===== config.mk =====
export PLATFORM = sky130hd
export DESIGN_NAME = cprc_ctrl
export DESIGN_NICKNAME = d
export VERILOG_FILES = /design/src/pkg/cprc_pkg.sv /design/src/cprc_osc_wait.sv /design/src/cprc_ctrl.sv
export SDC_FILE = /design/constraint.sdc
export NUM_CORES = 1
export LEC_CHECK = 0
export BUFFER_PORTS_ARGS = -buffer_cell sky130_fd_sc_hd__clkbuf_2
export CORE_MARGIN = 4
export CORE_UTILIZATION = 47
export CTS_CLUSTER_DIAMETER = 40
export DETAILED_ROUTE_END_ITERATION = 6
export PLACE_DENSITY_LB_ADDON = 0.2
export SYNTH_ARGS = -nofsm -noshare
export SYNTH_HDL_FRONTEND = slang
export SYNTH_SLANG_ARGS = --single-unit

===== constraint.sdc =====
create_clock -name clk -period 3.4 [get_ports clk]
set_input_delay 0.17 -clock clk [delete_from_list [all_inputs] [get_ports clk]]
set_output_delay 0.17 -clock clk [all_outputs]
set_load 0.02 [all_outputs]

===== src/pkg/cprc_pkg.sv =====
package cprc_pkg;

    // ----
    // sleep control register
    // ----
    localparam logic [15:0] SLEEP_CTRL_ADDR = 16'hDF3A;
    localparam logic [15:0] SLEEP_CTRL_RST  = 16'h0000;
    localparam int unsigned OSC_PD_BIT      = 0;
    localparam int unsigned LINE_WAKE_BIT   = 1;

    // ----
    // timing
    // ----
    localparam int unsigned CLK_PERIOD_NS = 8;
    localparam int unsigned OSC_WAIT_NS   = 1000;
    localparam int unsigned OSC_WAIT_CYC  = (OSC_WAIT_NS + CLK_PERIOD_NS - 1) / CLK_PERIOD_NS;
    localparam int unsigned OSC_CNT_W     = 16;

    // ----
    // widths and reset values
    // ----
    localparam int unsigned PRIO_W       = 4;
    localparam int unsigned IRQ_N        = 16;
    localparam logic [3:0]  PIN_SYNC_RST = 4'hF;

    // ----
    // types
    // ----
    typedef enum logic [3:0] {
        ST_RUN        = 4'h0,
        ST_IDLE_DRAIN = 4'h1,
        ST_IDLE       = 4'h3,
        ST_PEC        = 4'h2,
        ST_PD_DRAIN   = 4'h4,
        ST_PDOWN      = 4'h6,
        ST_SLP_DRAIN  = 4'h8,
        ST_SLEEP      = 4'hC,
        ST_OSC_WAIT   = 4'hD
    } cprc_state_t;

    typedef struct packed {
        logic        sel;
        logic        wr;
        logic [15:0] addr;
        logic [15:0] wdata;
    } cprc_sfr_req_t;

    typedef struct packed {
        logic              peripheral_event_transfer;
        logic [PRIO_W-1:0] prio;
    } cprc_irq_t;

    typedef struct packed {
        logic cpu;
        logic periph;
        logic wdt;
        logic osc;
    } cprc_clk_t;

    localparam cprc_clk_t CLK_ALL_ON = '{cpu: 1'b1, periph: 1'b1, wdt: 1'b1, osc: 1'b1};

endpackage : cprc_pkg


===== src/cprc_osc_wait.sv =====
module cprc_osc_wait
    import cprc_pkg::*;
#(
    parameter int unsigned WAIT_CYC = OSC_WAIT_CYC
) (
    input  wire logic clk,
    input  wire logic rst_b,
    input  wire logic start,
    output logic      done
);

    logic [OSC_CNT_W-1:0] cnt_reg;
    logic [OSC_CNT_W-1:0] cnt_next;
    logic                 busy_reg;
    logic                 busy_next;
    logic                 done_reg;
    logic                 done_next;

    always_comb begin
        cnt_next  = cnt_reg;
        busy_next = busy_reg;
        done_next = 1'b0;
        if (start) begin
            busy_next = 1'b1;
            cnt_next  = OSC_CNT_W'(WAIT_CYC - 1);
        end else if (busy_reg) begin
            if (cnt_reg == '0) begin
                busy_next = 1'b0;
                done_next = 1'b1;
            end else begin
                cnt_next = cnt_reg - OSC_CNT_W'(1);
            end
        end
    end

    always_ff @(posedge clk) begin
        if (!rst_b) begin
            cnt_reg  <= '0;
            busy_reg <= 1'b0;
            done_reg <= 1'b0;
        end else begin
            cnt_reg  <= cnt_next;
            busy_reg <= busy_next;
            done_reg <= done_next;
        end
    end

    assign done = done_reg;

endmodule : cprc_osc_wait


===== src/cprc_ctrl.sv =====
// What this block does
// in idle only the cpu clock stops; bus, peripherals and watchdog run
// idle starts only after idle instruction and its predecessor completed
// any reset or pre-enabled interrupt request ends idle, ignoring priority
// serviceable cpu interrupt enters its routine; otherwise resume after idle
// serviceable peripheral event transfer runs, then idle continues
// unserviceable peripheral event transfer ends idle and resumes execution
// a cpu interrupt request never returns to idle
// falling nmi edge ends idle and the nmi trap is always taken
// enabled level 0 request ends idle without vector fetch
// watchdog runs in idle; overflow raises an internal reset
// power down stops cpu, peripheral and watchdog clocks; the oscillator clock keeps running
// only external reset low ends power down; registers reset
// power down instruction acts only with nmi pin low
// pending external bus transaction finishes before any low power mode
// setting oscillator bit enters sleep; wake pin must be high input
// wake pin or line level detect restarts oscillator and wakes
// line level detect wakes only when line wake enable is one
// wake logic uses rising edge of interrupt node 13
// oscillator bit zero keeps oscillator on, one switches it off
// sleep wake clears oscillator bit and holds cpu until stable
module cprc_ctrl
    import cprc_pkg::*;
#(
    parameter int unsigned N_IRQ    = IRQ_N,
    parameter int unsigned WAIT_CYC = OSC_WAIT_CYC
) (
    input  wire logic              clk,
    input  wire logic              rst_b,
    input  wire cprc_sfr_req_t     sfr_req,
    output logic [15:0]            sfr_rdata,
    input  wire logic              cpu_idle_exec,
    input  wire logic              cpu_power_down_instruction_exec,
    input  wire logic              cpu_prev_done,
    input  wire logic              bus_busy,
    input  wire logic [N_IRQ-1:0]  irq_src,
    input  wire logic [N_IRQ-1:0]  irq_en,
    input  wire cprc_irq_t         irq_sel,
    input  wire logic [PRIO_W-1:0] cpu_prio,
    input  wire logic              global_interrupt_enable,
    input  wire logic              pec_done,
    input  wire logic              wdt_overflow,
    input  wire logic              nmi_b_pin,
    input  wire logic              external_reset_input_b,
    input  wire logic              external_wake_pin,
    input  wire logic              wake_node_irq,
    output cprc_clk_t              clk_en,
    output cprc_state_t            mode,
    output logic                   isr_enter,
    output logic                   nmi_trap,
    output logic                   pec_start,
    output logic                   resume_next,
    output logic                   sys_reset
);

    // ----------------------------------------------------------------
    // pin synchronisers
    // ----------------------------------------------------------------
    logic [3:0] sync1_reg;
    logic [3:0] sync2_reg;
    logic [3:0] prev_reg;
    logic       nmi_s;
    logic       ext_ok;
    logic       wake_s;
    logic       nmi_fall;
    logic       wake_fall;
    logic       node_rise;

    always_ff @(posedge clk) begin
        if (!rst_b) begin
            sync1_reg <= PIN_SYNC_RST;
            sync2_reg <= PIN_SYNC_RST;
            prev_reg  <= PIN_SYNC_RST;
        end else begin
            sync1_reg <= {wake_node_irq, external_wake_pin, external_reset_input_b, nmi_b_pin};
            sync2_reg <= sync1_reg;
            prev_reg  <= sync2_reg;
        end
    end

    assign nmi_s     = sync2_reg[0];
    assign ext_ok    = sync2_reg[1];
    assign wake_s    = sync2_reg[2];
    assign nmi_fall  = prev_reg[0] & ~sync2_reg[0];
    assign wake_fall = prev_reg[2] & ~sync2_reg[2];
    assign node_rise = ~prev_reg[3] & sync2_reg[3];

    // ----------------------------------------------------------------
    // sleep control register
    // ----------------------------------------------------------------
    logic [15:0] sctl_reg;
    logic [15:0] sctl_next;
    logic [15:0] rdata_reg;
    logic [15:0] rdata_next;
    logic        sfr_hit;
    logic        osc_pd;
    logic        line_en;
    logic        wake_clr;

    assign sfr_hit = sfr_req.sel && (sfr_req.addr == SLEEP_CTRL_ADDR);
    assign osc_pd  = sctl_reg[OSC_PD_BIT];
    assign line_en = sctl_reg[LINE_WAKE_BIT];

    always_comb begin
        sctl_next  = sctl_reg;
        rdata_next = 16'h0000;
        if (wake_clr) begin
            sctl_next[OSC_PD_BIT] = 1'b0;
        end
        if (sfr_hit && sfr_req.wr) begin
            sctl_next                = SLEEP_CTRL_RST;
            sctl_next[OSC_PD_BIT]    = sfr_req.wdata[OSC_PD_BIT];
            sctl_next[LINE_WAKE_BIT] = sfr_req.wdata[LINE_WAKE_BIT];
        end
        if (sfr_hit && !sfr_req.wr) begin
            rdata_next = sctl_reg;
        end
        if (!ext_ok) begin
            sctl_next = SLEEP_CTRL_RST;
        end
    end

    always_ff @(posedge clk) begin
        if (!rst_b) begin
            sctl_reg  <= SLEEP_CTRL_RST;
            rdata_reg <= 16'h0000;
        end else begin
            sctl_reg  <= sctl_next;
            rdata_reg <= rdata_next;
        end
    end

    // ----------------------------------------------------------------
    // mode sequencer
    // ----------------------------------------------------------------
    cprc_state_t      state_reg;
    cprc_state_t      state_next;
    logic             idle_pend_reg;
    logic             idle_pend_next;
    logic [N_IRQ-1:0] en_lat_reg;
    logic [N_IRQ-1:0] en_lat_next;
    cprc_clk_t        clk_reg;
    cprc_clk_t        clk_next;
    logic             isr_reg;
    logic             isr_next;
    logic             trap_reg;
    logic             trap_next;
    logic             pec_reg;
    logic             pec_next;
    logic             res_reg;
    logic             res_next;
    logic             rst_reg;
    logic             rst_next;
    logic             irq_hit;
    logic             serve;
    logic             idle_go;
    logic             osc_start;
    logic             osc_done;

    assign irq_hit = |(irq_src & en_lat_reg);
    assign serve   = global_interrupt_enable && (irq_sel.prio > cpu_prio);
    assign idle_go = (cpu_idle_exec || idle_pend_reg) && cpu_prev_done;

    always_comb begin
        state_next     = state_reg;
        idle_pend_next = idle_pend_reg;
        en_lat_next    = en_lat_reg;
        isr_next       = 1'b0;
        trap_next      = 1'b0;
        pec_next       = 1'b0;
        res_next       = 1'b0;
        rst_next       = 1'b0;
        wake_clr       = 1'b0;
        osc_start      = 1'b0;
        case (state_reg)
            ST_RUN: begin
                if (cpu_idle_exec && !cpu_prev_done) begin
                    idle_pend_next = 1'b1;
                end
                if (idle_go) begin
                    idle_pend_next = 1'b0;
                    state_next     = ST_IDLE_DRAIN;
                end else if (cpu_power_down_instruction_exec && !nmi_s) begin
                    state_next = ST_PD_DRAIN;
                end else if (osc_pd) begin
                    state_next = ST_SLP_DRAIN;
                end
            end
            ST_IDLE_DRAIN: begin
                if (!bus_busy) begin
                    en_lat_next = irq_en;
                    state_next  = ST_IDLE;
                end
            end
            ST_IDLE: begin
                if (nmi_fall) begin
                    trap_next  = 1'b1;
                    state_next = ST_RUN;
                end else if (irq_hit) begin
                    if (irq_sel.peripheral_event_transfer && serve) begin
                        pec_next   = 1'b1;
                        state_next = ST_PEC;
                    end else if (!irq_sel.peripheral_event_transfer && serve && irq_sel.prio != '0) begin
                        isr_next   = 1'b1;
                        state_next = ST_RUN;
                    end else begin
                        res_next   = 1'b1;
                        state_next = ST_RUN;
                    end
                end else if (wdt_overflow) begin
                    rst_next   = 1'b1;
                    state_next = ST_RUN;
                end
            end
            ST_PEC: begin
                if (pec_done) begin
                    state_next = ST_IDLE;
                end
            end
            ST_PD_DRAIN: begin
                if (!bus_busy) begin
                    state_next = ST_PDOWN;
                end
            end
            ST_PDOWN: begin
                state_next = ST_PDOWN;
            end
            ST_SLP_DRAIN: begin
                if (!bus_busy && wake_s) begin
                    state_next = ST_SLEEP;
                end
            end
            ST_SLEEP: begin
                if (wake_fall || (node_rise && line_en)) begin
                    wake_clr   = 1'b1;
                    osc_start  = 1'b1;
                    state_next = ST_OSC_WAIT;
                end
            end
            ST_OSC_WAIT: begin
                if (osc_done) begin
                    res_next   = 1'b1;
                    state_next = ST_RUN;
                end
            end
            default: begin
                state_next = ST_RUN;
            end
        endcase
        if (!ext_ok) begin
            state_next     = ST_RUN;
            idle_pend_next = 1'b0;
            rst_next       = 1'b1;
            isr_next       = 1'b0;
            trap_next      = 1'b0;
            pec_next       = 1'b0;
            res_next       = 1'b0;
        end
    end

    always_comb begin
        clk_next = CLK_ALL_ON;
        case (state_next)
            ST_IDLE: begin
                clk_next.cpu = 1'b0;
            end
            ST_PDOWN: begin
                clk_next = '{cpu: 1'b0, periph: 1'b0, wdt: 1'b0, osc: 1'b1};
            end
            ST_SLEEP: begin
                clk_next = '0;
            end
            ST_OSC_WAIT: begin
                clk_next = '{cpu: 1'b0, periph: 1'b0, wdt: 1'b0, osc: 1'b1};
            end
            default: begin
                clk_next = CLK_ALL_ON;
            end
        endcase
    end

    always_ff @(posedge clk) begin
        if (!rst_b) begin
            state_reg     <= ST_RUN;
            idle_pend_reg <= 1'b0;
            en_lat_reg    <= '0;
            clk_reg       <= CLK_ALL_ON;
            isr_reg       <= 1'b0;
            trap_reg      <= 1'b0;
            pec_reg       <= 1'b0;
            res_reg       <= 1'b0;
            rst_reg       <= 1'b0;
        end else begin
            state_reg     <= state_next;
            idle_pend_reg <= idle_pend_next;
            en_lat_reg    <= en_lat_next;
            clk_reg       <= clk_next;
            isr_reg       <= isr_next;
            trap_reg      <= trap_next;
            pec_reg       <= pec_next;
            res_reg       <= res_next;
            rst_reg       <= rst_next;
        end
    end

    cprc_osc_wait #(
        .WAIT_CYC (WAIT_CYC)
    ) u_osc_wait (
        .clk   (clk),
        .rst_b (rst_b),
        .start (osc_start),
        .done  (osc_done)
    );

    assign sfr_rdata   = rdata_reg;
    assign clk_en      = clk_reg;
    assign mode        = state_reg;
    assign isr_enter   = isr_reg;
    assign nmi_trap    = trap_reg;
    assign pec_start   = pec_reg;
    assign resume_next = res_reg;
    assign sys_reset   = rst_reg;
endmodule : cprc_ctrl


==> impl_metrics.tcl <==
set metrics [dict create \
    status "finished, final reports clean" \
    area_growth_pct 23.7 \
    yosys.area.top_type "dfxtp_1" \
    async_flop_share_pct 0 \
    post-route-cell-area_sq_mm 0.00344 \
    hold_path.class "input pin to flip-flop" \
    holdPathStages 2 \
    routedWlPerCell_microns 12.3 \
    path_class "flip-flop to flip-flop" \
    grt_pass1_vias 2362 \
    antenna_found_initial 0 \
    yosysWarnings 0 \
    finalSetupViolCount 0 \
    wl_microns 5820 \
    die_h_microns 84.9 \
    grt_usage_pct 16.8 \
    synth_cells 310 \
    reg2reg_depth 7 \
    start_util_pct 49.6 \
    crit_chain "or4_4 > or4_4 > o31a_1 > nand3_2 > nor2_1 > xnor2_1 > a21oi_1" \
    root_buffer "clkbuf_8" \
    total_power_uw 1840 \
    critical_path_buf_inv_count 0 \
    first_pass_iters 5 \
    slowest_stage "or4_4" \
    layout-drive-gt1-share_pct 27.5 \
    cts_setup_buffers 0 \
    viasPerCell 5.00 \
    cts_buffers 9 \
    rsz0062_at_grt "false" \
    relSlewSlack_pct 51.7 \
    cts_tree "yes" \
    required_ns 3.59 \
    chipWidth_microns 84.9 \
    max-clock-path-buffers 2 \
    avgSynthCellArea_sq_um 8.97 \
    cpPeakStageDelay_ns 0.59 \
    clock-sinks 62 \
    num_vias 2377 \
    grt_max_degree 26 \
    drv_cap 0 \
    finalClockSkew_ns 0.00515 \
    seq_area_frac_synth_pct 44.6 \
    crit_top_cell "or4_4" \
    n_fill_cell 519 \
    ys_ff_latch 62 \
    syn_area_sq_mm 0.00278 \
    ant_nets 0 \
    cp-end-kind "flip-flop" \
    ys_types 45 \
    slew_viol_final 0 \
    io_pins 117 \
    hpwl_microns 4430 \
    drt_iter0_markers 53 \
    hold_buffers 0 \
    path_clk_slew_ns 0.07 \
    final_util_pct 61.4 \
    synth_top_area_share_pct 44.6 \
    nets 491 \
    crit_cells 7 \
    drc 0 \
    finalCritPeriodShare_pct 74.6 \
    worstMarginPinSlew_ns 0.720 \
    finalHoldViolations 0 \
    cts_max_level 3 \
    arrival_ns 2.72 \
    place_area_sq_mm 0.00323 \
    ys_top_cells_by_area "dfxtp_1, nor2_1, mux2i_1" \
    numPortBuffers 88 \
    rows 27 \
    worst_ir_drop_vdd_uv 337 \
    power_per_cell_area_mw_per_mm2 535 \
    power_leakage_uw 0.00150 \
    diodes 0 \
    min_period_ns 2.54 \
    hold_ws_ns 0.0196 \
    gp_congestion 0.856 \
    tns_ns 0 \
    synth_flop_cell "dfxtp_1" \
    crit_family "simple AND/OR/NAND/NOR gates" \
    cts_resized 0 \
    cp-start-kind "flip-flop" \
    grt_overflow 0 \
    fmax_mhz 394 \
    clock_latency_ns 0.33 \
    die_area_sq_mm 0.00721 \
    synth_edf_count 0 \
    critPathMaxFanout 8 \
    grt_pass1_wl_microns 9880 \
    coreArea_sq_mm 0.00561 \
]
[where the power goes]
| group | leakage [uW] | internal, uW | switching, uW | total (uW) |
|---|---|---|---|---|
| Sequential | 0.000503 | 763 | 42.8 | 806 |
| Combinational | 0.000886 | 153 | 183 | 336 |
| Clock | 0.000110 | 431 | 267 | 698 |
| Total | 0.00150 | 1350 | 494 | 1840 |
[Yosys cell counts, types with 8 or more instances]
cell      instances
clkbuf_1          9
dfxtp_1          62
mux2i_1          17
inv_1            11
xnor2_1          12
nand3_1           8
nor3_1            9
nand2b_1         19
nor2_1           48
buf_4            15
a21oi_1          15
[final timing paths]
| kind | startpoint | endpoint | slack [ns] |
|---|---|---|---|
| worst max-delay path | u_osc_wait.cnt_reg[2]$_SDFFE_PN0P_ | u_osc_wait.cnt_reg[3]$_SDFFE_PN0P_ | 0.86 |
| worst min-delay path | external_wake_pin | sync1_reg[2]$_SDFF_PN1_ | 0.02 |
| worst max register to register | u_osc_wait.cnt_reg[2]$_SDFFE_PN0P_ | u_osc_wait.cnt_reg[3]$_SDFFE_PN0P_ | 0.86 |
| worst min register to register | sync1_reg[0]$_SDFF_PN1_ | sync2_reg[0]$_SDFF_PN1_ | 0.41 |
[area by class of cell]
type	instances	area (sq um)	share of cell area (%)
Timing Repair Buffer	89	448	13.0
Tap cell	72	90.1	2.62
Sequential cell	62	1240	36.1
Inverter	12	45.0	1.31
Clock buffer	12	145	4.22
Multi-Input combinational cell	224	1400	40.7
Clock inverter	4	70.1	2.04
[cells by family (layout without fill, tap and decap cells)]
logic type	after synthesis	count (layout)	share of synthesized area, %
DFF	62	62	44.6
xor gates and xnor gates	14	14	4.41
other	1	14	0.135
buffers and inverters	37	117	7.06
adders and majority gates	5	5	2.25
AOI/OAI and AO/OA	44	44	10.6
muxes	17	17	6.12
and+or+nand+nor	130	130	24.8
[layer usage]
layer  vias to the layer above  track usage, %  routed length, microns
met4                         0            4.32                      38
met5                         -               0                       0
li1                       1221               -                       -
met3                         4            6.89                     414
met2                        71            30.0                    2970
met1                      1081            18.5                    2400
[through the flow]
stage | instances | setup slack (ns)
after floorplan | 323 | 1.06
after global placement | 459 | 0.899
after detailed placement | 459 | 0.866
after CTS | 475 | 0.852
after global routing | 475 | 0.752
final | 475 | 0.864
[layout by cell type, fill, tap and decap left out, types with 2 or more instances in the layout]
cell and n:
clkbuf_8 10, nor4_1 5, a211oi_1 2, a22o_1 4, nand3_1 8, nand2b_1 19, nand4_1 6, mux2i_1 17
xor2_1 2, nand3b_1 3, a31oi_1 2, and2_1 3, o221a_2 2, a21oi_1 15, clkbuf_2 88, clkbuf_1 2
or4_4 2, nand4b_1 3, o21ai_0 7, bufinv_16 2, or3_1 5, nand2_1 7, and3_1 2, a22oi_1 2
ha_1 5, a221oi_1 4, inv_1 11, clkinv_2 2, nor2b_1 4, xnor2_1 12, dfxtp_1 62, nor2_1 48
nor3_1 9, conb_1 14
Note: power is estimated with default switching activity, not from simulation.
